--- src/core/seg_handshake_regs.svh ---
// constants of the process-data handshake block
// assumes a 125 MHz core clock and APB with 32-bit data
`ifndef SEG_HANDSHAKE_REGS_SVH
`define SEG_HANDSHAKE_REGS_SVH
`define OFS_CONTROL     12'h000
`define OFS_TX_LENGTH   12'h004
`define OFS_STATUS      12'h008
`define OFS_RX_LENGTH   12'h00c
`define OFS_IRQ_STATUS  12'h010
`define OFS_IRQ_MASK    12'h014
`define OFS_TX_DATA     12'h018
`define OFS_RX_DATA     12'h01c
`define OFS_FAULT       12'h020
`define OFS_RX_PUSH     12'h024
// control byte positions
`define CTL_RXCLR_BIT   0
`define CTL_TXCLR_BIT   1
`define CTL_HOLD_BIT    2
`define CTL_TXCNT_LSB   3
`define CTL_RXECHO_LSB  5
`define CTL_STATRST_BIT 7
// status byte positions
`define ST_RXCNT_LSB    3
`define ST_TXECHO_LSB   5
`define ST_LINKOK_BIT   7
`define STATUS_RESET    8'h80
`define SEG_DEPTH       16
// interrupt bits
`define IRQ_RX_NEW      0
`define IRQ_TX_DONE     1
`define IRQ_FAULT       2
`define IRQ_LOST        3
// time to send one byte: 1 us
`define BYTE_TIME_NS    1000
`define BYTE_CYCLES     ((`BYTE_TIME_NS + 7) / 8)
`endif

--- src/core/seg_handshake_pkg.sv ---
// types of the process-data handshake block
// constants live in seg_handshake_regs.svh
package seg_handshake_pkg;
  typedef struct packed {
    logic [11:0] paddr;
    logic        psel;
    logic        penable;
    logic        pwrite;
    logic [31:0] pwdata;
  } apb_req_s;
  typedef struct packed {
    logic [31:0] prdata;
    logic        pready;
    logic        pslverr;
  } apb_rsp_s;
  typedef enum logic [1:0] {TX_IDLE, TX_SEND, TX_ECHO} tx_state_e;
endpackage

--- src/core/serial_segment_handshake.sv ---
// process-data handshake of a serial I/O module, reached over APB
// assumes a synchronous APB master on ref_clk and a serial framer
// that takes byteOut when byteOutValid and byteOutReady are high
//
// Behaviour
// - falling edge of status reset request sets link ok back to one.
// - while link is faulty, changes to length, tx counter, echo ignored.
// - while link is faulty, clear bits scrub receive or transmit memory.
// - while link is ok, or just recovering, clear requests are refused.
// - after power-up status reads link ok only, counters and length zero.
// - two-bit segment counters step by one and wrap; skips flag loss.
// - link ok reads one while fault-free and zero after a failure.
// - send hold keeps bytes in transmit memory; clear sends a started segment, one byte per 1 us tick.
`timescale 1ns/10ps
`include "seg_handshake_regs.svh"
module serial_segment_handshake (
  // clock and reset
  input  wire logic                       ref_clk,
  input  wire logic                       rst_n,
  // register bus
  input  wire seg_handshake_pkg::apb_req_s apbReq,
  output seg_handshake_pkg::apb_rsp_s     apbRsp,
  // serial side
  output logic [7:0]                      byteOut,
  output logic                            byteOutValid,
  input  wire logic                       byteOutReady,
  input  wire logic                       linkFaultPin,
  // interrupt
  output logic                            irq
);
  import seg_handshake_pkg::*;

  logic [7:0]  ctrlReg;
  logic [7:0]  txLenReg;
  logic        linkOkReg;
  logic [1:0]  rxCntReg;
  logic [1:0]  txEchoReg;
  logic [7:0]  rxLenReg;
  logic [3:0]  irqStatReg;
  logic [3:0]  irqMaskReg;
  logic [7:0]  txMem [`SEG_DEPTH];
  logic [7:0]  rxMem [`SEG_DEPTH];
  logic [3:0]  txWrPtr;
  logic [3:0]  txRdPtr;
  logic [3:0]  rxWrPtr;
  logic [3:0]  rxRdPtr;
  logic [7:0]  txSent;
  logic [7:0]  byteTimer;
  logic        statRstPrev;
  logic        faultMeta;
  logic        faultSync;
  logic [1:0]  txCntSeen;
  logic        rxPending;
  tx_state_e   txState;

  wire wrAcc = apbReq.psel & apbReq.penable & apbReq.pwrite;
  wire rdAcc = apbReq.psel & apbReq.penable & ~apbReq.pwrite;
  wire [11:0] addr = apbReq.paddr;
  wire [7:0]  wb = apbReq.pwdata[7:0];

  wire ctlWr   = wrAcc && addr == `OFS_CONTROL;
  wire lenWr   = wrAcc && addr == `OFS_TX_LENGTH;
  wire dataWr  = wrAcc && addr == `OFS_TX_DATA;
  wire pushWr  = wrAcc && addr == `OFS_RX_PUSH;
  wire stRd    = rdAcc && addr == `OFS_IRQ_STATUS;
  wire rxRd    = rdAcc && addr == `OFS_RX_DATA;
  wire mapped  = addr == `OFS_CONTROL || addr == `OFS_TX_LENGTH ||
                 addr == `OFS_STATUS || addr == `OFS_RX_LENGTH ||
                 addr == `OFS_IRQ_STATUS || addr == `OFS_IRQ_MASK ||
                 addr == `OFS_TX_DATA || addr == `OFS_RX_DATA ||
                 addr == `OFS_FAULT || addr == `OFS_RX_PUSH;

  wire statRstReq = ctrlReg[`CTL_STATRST_BIT];
  wire sendHold   = ctrlReg[`CTL_HOLD_BIT];
  wire [1:0] txCnt  = ctrlReg[`CTL_TXCNT_LSB +: 2];
  wire [1:0] rxEcho = ctrlReg[`CTL_RXECHO_LSB +: 2];
  wire relinkEdge   = statRstPrev & ~statRstReq;
  // refuse clears while ok and in the cycle it recovers
  wire clrAllowed   = ~linkOkReg & ~relinkEdge;
  wire rxClr = clrAllowed & ctrlReg[`CTL_RXCLR_BIT];
  wire txClr = clrAllowed & ctrlReg[`CTL_TXCLR_BIT];
  wire txNewSeg = linkOkReg && txState == TX_IDLE &&
                  txCnt != txCntSeen;
  wire lostSeg  = txNewSeg && txCnt != 2'(txCntSeen + 2'd1);
  wire byteTick = byteTimer == 8'd0;
  wire txHasData = txRdPtr != txWrPtr;

  // apb answers in the access cycle, no wait states
  always_comb begin
    apbRsp.pready  = 1'b1;
    apbRsp.pslverr = apbReq.psel & apbReq.penable & ~mapped;
    apbRsp.prdata  = 32'h0;
    if (addr == `OFS_CONTROL) begin
      apbRsp.prdata = {24'h0, ctrlReg};
    end else if (addr == `OFS_TX_LENGTH) begin
      apbRsp.prdata = {24'h0, txLenReg};
    end else if (addr == `OFS_STATUS) begin
      apbRsp.prdata = {24'h0, linkOkReg, txEchoReg, rxCntReg, 3'h0};
    end else if (addr == `OFS_RX_LENGTH) begin
      apbRsp.prdata = {24'h0, rxLenReg};
    end else if (addr == `OFS_IRQ_STATUS) begin
      apbRsp.prdata = {28'h0, irqStatReg};
    end else if (addr == `OFS_IRQ_MASK) begin
      apbRsp.prdata = {28'h0, irqMaskReg};
    end else if (addr == `OFS_RX_DATA) begin
      // an empty or scrubbed memory reads zero, never a stale byte
      if (rxRdPtr != rxWrPtr) begin
        apbRsp.prdata = {24'h0, rxMem[rxRdPtr]};
      end
    end
  end

  // control byte: counter and echo fields frozen while link faulty
  always_ff @(posedge ref_clk or negedge rst_n) begin
    if (!rst_n) begin
      ctrlReg <= 8'h00;
    end else if (ctlWr) begin
      if (linkOkReg) begin
        ctrlReg <= wb;
      end else begin
        ctrlReg <= {wb[7], ctrlReg[6:3], wb[2:0]};
      end
    end
  end

  always_ff @(posedge ref_clk or negedge rst_n) begin
    if (!rst_n) begin
      txLenReg <= 8'h00;
    end else if (lenWr && linkOkReg) begin
      txLenReg <= wb;
    end
  end

  always_ff @(posedge ref_clk or negedge rst_n) begin
    if (!rst_n) begin
      faultMeta <= 1'b0;
      faultSync <= 1'b0;
    end else begin
      faultMeta <= linkFaultPin;
      faultSync <= faultMeta;
    end
  end

  // fault wins only when it is present; the falling request re-arms
  always_ff @(posedge ref_clk or negedge rst_n) begin
    if (!rst_n) begin
      linkOkReg   <= 1'b1;
      statRstPrev <= 1'b0;
    end else begin
      statRstPrev <= statRstReq;
      if (faultSync || (wrAcc && addr == `OFS_FAULT && wb[0])) begin
        linkOkReg <= 1'b0;
      end else if (relinkEdge) begin
        linkOkReg <= 1'b1;
      end
    end
  end

  // transmit memory written by software, drained by the framer
  always_ff @(posedge ref_clk) begin
    if (dataWr && linkOkReg) begin
      txMem[txWrPtr] <= wb;
    end
  end

  always_ff @(posedge ref_clk or negedge rst_n) begin
    if (!rst_n) begin
      txWrPtr <= 4'h0;
    end else if (txClr) begin
      txWrPtr <= 4'h0;
    end else if (dataWr && linkOkReg && 4'(txWrPtr + 4'd1) != txRdPtr) begin
      txWrPtr <= 4'(txWrPtr + 4'd1);
    end
  end

  always_ff @(posedge ref_clk or negedge rst_n) begin
    if (!rst_n) begin
      byteTimer <= 8'h00;
    end else if (byteTick) begin
      byteTimer <= 8'(`BYTE_CYCLES - 1);
    end else begin
      byteTimer <= 8'(byteTimer - 8'd1);
    end
  end

  assign byteOut      = txMem[txRdPtr];
  assign byteOutValid = txState == TX_SEND && txHasData &&
                        ~sendHold && byteTick;

  always_ff @(posedge ref_clk or negedge rst_n) begin
    if (!rst_n) begin
      txState   <= TX_IDLE;
      txRdPtr   <= 4'h0;
      txSent    <= 8'h00;
      txCntSeen <= 2'b00;
      txEchoReg <= 2'b00;
    end else if (txClr) begin
      txState <= TX_IDLE;
      txRdPtr <= 4'h0;
      txSent  <= 8'h00;
    end else begin
      case (txState)
        TX_IDLE: begin
          if (txNewSeg) begin
            txCntSeen <= txCnt;
            txSent    <= 8'h00;
            txState   <= TX_SEND;
          end
        end
        TX_SEND: begin
          if (txSent >= txLenReg || !txHasData) begin
            txState <= TX_ECHO;
          end else if (byteOutValid && byteOutReady) begin
            txRdPtr <= 4'(txRdPtr + 4'd1);
            txSent  <= 8'(txSent + 8'd1);
          end
        end
        TX_ECHO: begin
          txEchoReg <= txCntSeen;
          txState   <= TX_IDLE;
        end
        default: txState <= TX_IDLE;
      endcase
    end
  end

  // receive memory: framer bytes arrive through the push register
  always_ff @(posedge ref_clk) begin
    if (pushWr && linkOkReg) begin
      rxMem[rxWrPtr] <= wb;
    end
  end

  // a segment is delivered only once the previous one was echoed
  always_ff @(posedge ref_clk or negedge rst_n) begin
    if (!rst_n) begin
      rxWrPtr   <= 4'h0;
      rxRdPtr   <= 4'h0;
      rxCntReg  <= 2'b00;
      rxLenReg  <= 8'h00;
      rxPending <= 1'b0;
    end else if (rxClr) begin
      rxWrPtr   <= 4'h0;
      rxRdPtr   <= 4'h0;
      rxLenReg  <= 8'h00;
      rxPending <= 1'b0;
    end else begin
      if (pushWr && linkOkReg && 4'(rxWrPtr + 4'd1) != rxRdPtr) begin
        rxWrPtr <= 4'(rxWrPtr + 4'd1);
      end
      if (rxRd && rxRdPtr != rxWrPtr) begin
        rxRdPtr <= 4'(rxRdPtr + 4'd1);
      end
      if (rxPending && rxEcho == rxCntReg) begin
        rxPending <= 1'b0;
      end else if (!rxPending && linkOkReg && pushWr && wb[7:0] != 8'h0
                   && apbReq.pwdata[8]) begin
        // bit 8 of a push with a nonzero byte closes the segment
        rxCntReg  <= 2'(rxCntReg + 2'd1);
        rxLenReg  <= 8'(rxWrPtr - rxRdPtr + 4'd1);
        rxPending <= 1'b1;
      end
    end
  end

  // sticky events, read of the status clears; set wins over clear
  always_ff @(posedge ref_clk or negedge rst_n) begin
    if (!rst_n) begin
      irqStatReg <= 4'h0;
      irqMaskReg <= 4'h0;
    end else begin
      if (wrAcc && addr == `OFS_IRQ_MASK) begin
        irqMaskReg <= apbReq.pwdata[3:0];
      end
      irqStatReg <= (stRd ? 4'h0 : irqStatReg) | {
        lostSeg,
        linkOkReg & faultSync,
        txState == TX_ECHO,
        !rxPending && linkOkReg && pushWr && apbReq.pwdata[8]};
    end
  end

  assign irq = |(irqStatReg & irqMaskReg);
endmodule

--- config.mk ---
export PLATFORM = sky130hd
export DESIGN_NAME = serial_segment_handshake
export DESIGN_NICKNAME = d
export VERILOG_FILES = /design/src/core/seg_handshake_pkg.sv /design/src/core/serial_segment_handshake.sv
export VERILOG_INCLUDE_DIRS = /design/src /design/src/core
export SDC_FILE = /design/constraint.sdc
export NUM_CORES = 1
export LEC_CHECK = 0
export BUFFER_PORTS_ARGS = -buffer_cell sky130_fd_sc_hd__buf_2
export CAP_MARGIN = 10
export CELL_PAD_IN_SITES_DETAIL_PLACEMENT = 0
export CELL_PAD_IN_SITES_GLOBAL_PLACEMENT = 2
export CORE_MARGIN = 2
export CORE_UTILIZATION = 48
export CTS_CLUSTER_SIZE = 40
export DETAILED_ROUTE_END_ITERATION = 10
export PLACE_DENSITY_LB_ADDON = 0.2
export SLEW_MARGIN = 30
export SYNTH_ARGS = -nofsm -noshare
export SYNTH_HDL_FRONTEND = slang
export SYNTH_SLANG_ARGS = --single-unit
--- constraint.sdc ---
create_clock -name ref_clk -period 7.45 [get_ports ref_clk]
set_input_delay 1.49 -clock ref_clk [delete_from_list [all_inputs] [get_ports ref_clk]]
set_output_delay 1.49 -clock ref_clk [all_outputs]
set_load 0.01 [all_outputs]
==> impl_metrics.tcl, run 1 <==
set metrics [dict create \
    place_congestion 0.8252 \
    fin_area_um2 16320 \
    path_clk_slew_ns 0.05 \
    dr.first_iter.drc_count 779 \
    die-area_um2 31690 \
    synthCells 954 \
    power.internal_w 0.003034 \
    fin_crit_ns 5.272 \
    yosysMostFrequentCell "edfxtp_1" \
    p_leak_nw 5.766 \
    placed_area_um2 15160 \
    dpl_worst_slack_ns 2.347 \
    final_antenna_net_count 0 \
    slew_headroom_pct 39.39 \
    cts.sinks 331 \
    final_nets 1094 \
    seq_power_share_pct 52.4 \
    worstPathMaxFanout 7 \
    grt_max_degree 76 \
    max_freq_mhz 189.7 \
    root_buffer "clkbuf_16" \
    synthFlopType "edfxtp_1" \
    drv_slew 0 \
    yosys-top-cells-area "edfxtp_1 53%, dfrtp_1 13%, mux4_2 11%" \
    antenna_found_initial 0 \
    grt-ovfl-total 0 \
    sw_frac_of_total_pct 20.50 \
    grt_pass1_vias 8223 \
    cts_setup_buffers 0 \
    die_w_um 178.0 \
    area_growth_pct 12.25 \
    ios 95 \
    place_hpwl_mm 20.29 \
    syn_area_per_cell_um2 15.24 \
    wl_per_cell_um 22.21 \
    vias_per_cell 5.695 \
    die_h_um 178.0 \
    rows 63 \
    drc_errors 0 \
    stdcell_count 1433 \
    fin_ws_ns 2.178 \
    track_usage_pct 20.74 \
    finalSetupViolCount 0 \
    h-tree-depth 2 \
    synth_edf_count 256 \
    p_sw_w 0.0007823 \
    synth.top_cells.by_count "256 x edfxtp_1, 93 x nand2_1, 74 x dfrtp_1, 73 x mux4_2, 41 x nor2_1" \
    status "finished, final reports clean" \
    insertedDiodeCount 0 \
    synth_top_cell_by_area "edfxtp_1" \
    synth.distinct_cells 61 \
    setup.worst_path.end_class "output pin" \
    critPathKind "input pin to output pin" \
    drt-pass1-iter-count 5 \
    core_area_um2 29720 \
    post-route-period-util_pct 70.77 \
    crit_path_start_kind "input pin" \
    ys_seq_area_share_pct 65.80 \
    cp.required_ns 5.96 \
    dp_cells 1368 \
    grt_setup_unrepaired "false" \
    hp-class "flop to flop" \
    cts_hold_buffers 0 \
    fin_skew_ns 0.02383 \
    powerDensity_nw_per_um2 233.9 \
    cap_violations 0 \
    final_layout_size_suffix_gt1_share_pct 21.28 \
    crit_arrival_ns 3.78 \
    wl_mm 31.83 \
    async_flop_share_pct 22.66 \
    synth_seq_cells 331 \
    pwr-share-comb_pct 2.2 \
    clock_path_buffers 3 \
    via_count 8161 \
    fin_setup_tns_ns 0 \
    tightest_slew_ns 0.9058 \
    synth_area_um2 14540 \
    cts_buffers 37 \
    io_buffers 46 \
    post_cts_resized 0 \
    clockPowerShare_pct 45.5 \
    insertion_delay_ns 0.53 \
    ys_warn_count 0 \
    synth.top_cell.area_share_pct 52.88 \
    grt_pass1_wl_mm 48.80 \
    hold_violations 0 \
    peakVddDrop_mv 0.1947 \
    cts_tree "yes" \
    start_util_pct 48.92 \
]
## registers in the layout, indices dropped and copies added (netlist names), 6 cells and up
register	cells
byteTimer	8
txSent	8
txMem	128
rxLenReg	6
rxMem	128
ctrlReg	8
txLenReg	8
## metal layers
metal | up-vias | part of all wire (%) | GRT usage [%]
met1 | 4180 | 47 | 31.22
li1 | 3716 | - | -
met4 | 0 | 2.1 | 4.884
met2 | 216 | 46 | 32.35
met3 | 49 | 5.1 | 2.856
met5 | - | 0 | 0
## metrics by stage
stage / total power, W / hold slack (ns) / utilization (%)
6_report: 0.003816 / 0.3649 / 54.91
5_1_grt: 0.003933 / 0.3656 / 54.91
4_1_cts: 0.003854 / 0.3651 / 54.89
3_5_place_dp: 0.002120 / 0.3413 / 51.00
3_3_place_gp: 0.002119 / 0.3432 / 50.96
2_1_floorplan: 0.002075 / 0.3312 / -
## placed cells by master, fill, tap and decap left out, drive strengths merged, types with 2 or more instances in the layout
master / n
a211oi: 2
a21oi: 34
a221oi: 3
a22o: 5
a22oi: 3
and2: 10
and3: 10
buf: 65
bufinv: 2
clkbuf: 49
clkinv: 12
conb: 25
dfrtp: 74
edfxtp: 256
ha: 25
inv: 32
mux2: 19
mux2i: 6
mux4: 73
nand2: 93
nand2b: 12
nand3: 34
nand4: 11
nor2: 41
nor2b: 6
nor3: 17
nor3b: 3
nor4: 8
o211ai: 6
o21ai: 31
o22ai: 5
o311ai: 2
or2: 4
or3: 9
or4: 4
xnor2: 21
xor2: 16
## worst max-delay path: stages
cell and delay [ns]:
buf_2 0.09, nor4_1 0.58, nand4b_1 0.45, nor2b_1 0.57, nand2_1 0.15, a21oi_1 0.26
buf_2 0.18
## kinds of logic (layout without fill, tap and decap cells)
kind of cell,count (synthesis),after routing,share of synthesized area (%)
flops,331,331,65.80
compound gates,99,99,4.140
simple gates,267,267,9.114
buf+inv,94,160,3.184
other cells,2,25,0.05166
fa+ha+maj,26,26,2.289
mux,98,98,13.19
xor+xnor,37,37,2.229
## final timing paths
| kind | from | slack [ns] | cells past startpoint | end |
|---|---|---|---|---|
| setup / recovery | apbReq[36] | 2.18 | 7 | apbRsp[5] |
| hold / removal | faultMeta$_DFF_PN0_ | 0.36 | 0 | faultSync$_DFF_PN0_ |
| hold reg to reg | faultMeta$_DFF_PN0_ | 0.36 | 0 | faultSync$_DFF_PN0_ |
| setup reg to reg | rxRdPtr[2]$_DFFE_PN0P_ | 4.38 | 7 | rxRdPtr[3]$_DFFE_PN0P_ |
| max in group asynchronous | rst_n | 5.92 | 1 | txRdPtr[0]$_DFFE_PN0P_ |
| min in group asynchronous | rst_n | 1.00 | 1 | rxWrPtr[0]$_DFFE_PN0P_ |
## cell type report
cell class	count	area, um2
Sequential cell	331	9568
Clock inverter	16	155.1
Multi-Input combinational cell	552	4613
Inverter	30	112.6
Tap cell	390	488.0
Timing Repair Buffer	65	379.1
Fill cell	2395	13400
Clock buffer	49	1002
## power groups by stage
stage               logic [W]  clock network (W)  registers (W)
detailed placement  0.0000840                  0        0.00204
finish              0.0000828            0.00173        0.00200
global placement    0.0000826                  0        0.00204
floorplan           0.0000400                  0        0.00203
CTS                 0.0000843            0.00177        0.00200
global route        0.0000938            0.00184        0.00200
(Power assumes the default switching activity.)
==> inputs of run 2 (changes only) <==
--- a/config.mk
+++ b/config.mk
@@ -11,7 +11,7 @@
 export CELL_PAD_IN_SITES_DETAIL_PLACEMENT = 0
 export CELL_PAD_IN_SITES_GLOBAL_PLACEMENT = 2
 export CORE_MARGIN = 2
-export CORE_UTILIZATION = 48
+export CORE_UTILIZATION = 40
 export CTS_CLUSTER_SIZE = 40
 export DETAILED_ROUTE_END_ITERATION = 10
 export PLACE_DENSITY_LB_ADDON = 0.2
==> constraint.sdc (replaced) <==
create_clock -name ref_clk -period 4.4 [get_ports ref_clk]
set_input_delay 0.88 -clock ref_clk [delete_from_list [all_inputs] [get_ports ref_clk]]
set_output_delay 0.88 -clock ref_clk [all_outputs]
set_load 0.01 [all_outputs]
==> impl_metrics.tcl, run 2 (same netlist as run 1, synthesis figures left out) <==
set metrics [dict create \
    status "finished, final reports clean" \
    rr_worst_depth 7 \
    max_stage_delay_ns 0.70 \
    cts_setup_buffers 0 \
    area_growth_pct 14.16 \
    clock_path_buffers 3 \
    final_antenna_net_count 0 \
    cp.required_ns 3.52 \
    post_cts_resized 0 \
    cap_violations 0 \
    cts_buffers 36 \
    cpMaxStageDelayCell "dfrtp_1" \
    worstPathCellList "inv_1, ha_1, a41oi_1, nor2b_1, nand2_1, a21oi_1, buf_2" \
    cp.depth 7 \
    die_h_um 194.6 \
    fin_area_um2 16600 \
    drc_errors 0 \
    final_layout_size_suffix_gt1_share_pct 23.43 \
    path_clk_slew_ns 0.06 \
    powerDensity_nw_per_um2 388.3 \
    critPathTopFamily "flip-flops" \
    h-tree-depth 2 \
    die-area_um2 37880 \
    insertion_delay_ns 0.52 \
    fin_crit_ns 4.058 \
    ios 95 \
    fin_skew_ns 0.01808 \
    place_congestion 0.8780 \
    whs_ns 0.3635 \
    start_util_pct 40.77 \
    peakVddDrop_mv 0.3308 \
    hp-class "flop to flop" \
    crit_path_start_kind "flop" \
    finalSetupViolCount 0 \
    crit_arrival_ns 3.18 \
    setup.worst_path.end_class "output pin" \
    track_usage_pct 18.16 \
    die_w_um 194.6 \
    worstPathMaxFanout 16 \
    reg_top3 "rxMem (128), txMem (128)" \
    root_buffer "clkbuf_16" \
    place_hpwl_mm 22.25 \
    fin_setup_tns_ns 0 \
    grt-ovfl-total 0 \
    dr.first_iter.drc_count 597 \
    drt-pass1-iter-count 6 \
    cts_tree "yes" \
    critPathBufInv 2 \
    stdcell_count 1528 \
    cts.sinks 331 \
    dp_cells 1465 \
    placed_area_um2 15450 \
    antenna_found_initial 0 \
    cts_hold_buffers 0 \
    p_leak_nw 5.889 \
    io_buffers 46 \
    post-route-period-util_pct 92.22 \
    drv_slew 0 \
    slew_headroom_pct 41.96 \
    layout_commonest_cell "edfxtp_1" \
    fillers 3126 \
    grt_pass1_vias 8330 \
    tightest_slew_ns 0.8673 \
    insertedDiodeCount 0 \
    critPathKind "flop to output pin" \
    rows 69 \
    grt_max_degree 52 \
    core_area_um2 35660 \
    grt_setup_unrepaired "false" \
    min_path_cells 0 \
    via_count 8178 \
    p_total_w 0.006443 \
    grt_pass1_wl_mm 51.34 \
    hold_violations 0 \
    max_freq_mhz 246.4 \
    final_nets 1119 \
    final_cell_mix "256 x edfxtp_1, 93 x nand2_1, 73 x mux4_2" \
    wl_mm 33.83 \
    vias_per_cell 5.352 \
    wl_per_cell_um 22.14 \
]
run 2: area by class of cell:
class	count	area (um2)	share of cell area, %
sequential	331	9568	57.65
multi-input combinational	552	4619	27.83
tap	461	576.8	3.476
inverter	30	112.6	0.6785
clock buffer	46	958.4	5.775
clock inverter	17	177.7	1.071
timing repair buffer	91	583.1	3.513
run 2: path summary, 6_finish.rpt:
kind / slack [ns] / to / startpoint
max: 0.34 / apbRsp[4] / rxRdPtr[3]$_DFFE_PN0P_
min: 0.36 / faultSync$_DFF_PN0_ / faultMeta$_DFF_PN0_
max reg2reg: 1.40 / rxRdPtr[3]$_DFFE_PN0P_ / rxRdPtr[3]$_DFFE_PN0P_
min reg2reg: 0.36 / faultSync$_DFF_PN0_ / faultMeta$_DFF_PN0_
max in group asynchronous: 3.17 / txRdPtr[0]$_DFFE_PN0P_ / rst_n
min in group asynchronous: 0.40 / byteTimer[2]$_DFF_PN0_ / rst_n
run 2: per-layer routing:
| layer | vias up | wire length, um | global-route usage, % |
|---|---|---|---|
| li1 | 3771 | - | - |
| met1 | 4172 | 15770 | 26.37 |
| met2 | 200 | 16010 | 29.13 |
| met3 | 35 | 1550 | 2.776 |
| met4 | 0 | 493 | 3.960 |
| met5 | - | 0 | 0 |
run 2: report_power, final:
part	total (W)	leakage (nW)	internal (W)	switching, W
logic	0.000153	2.10	0.0000346	0.000118
clock network	0.00291	0.549	0.00172	0.00119
registers	0.00338	3.24	0.00338	0.00000572
run 2: through the flow:
step	utilization, %	setup WS [ns]
after floorplan	-	1.058
after global placement	43.31	0.6292
after global routing	46.55	0.1103
final	46.55	0.3424
after CTS	46.51	0.3368
after detailed placement	43.32	0.6676
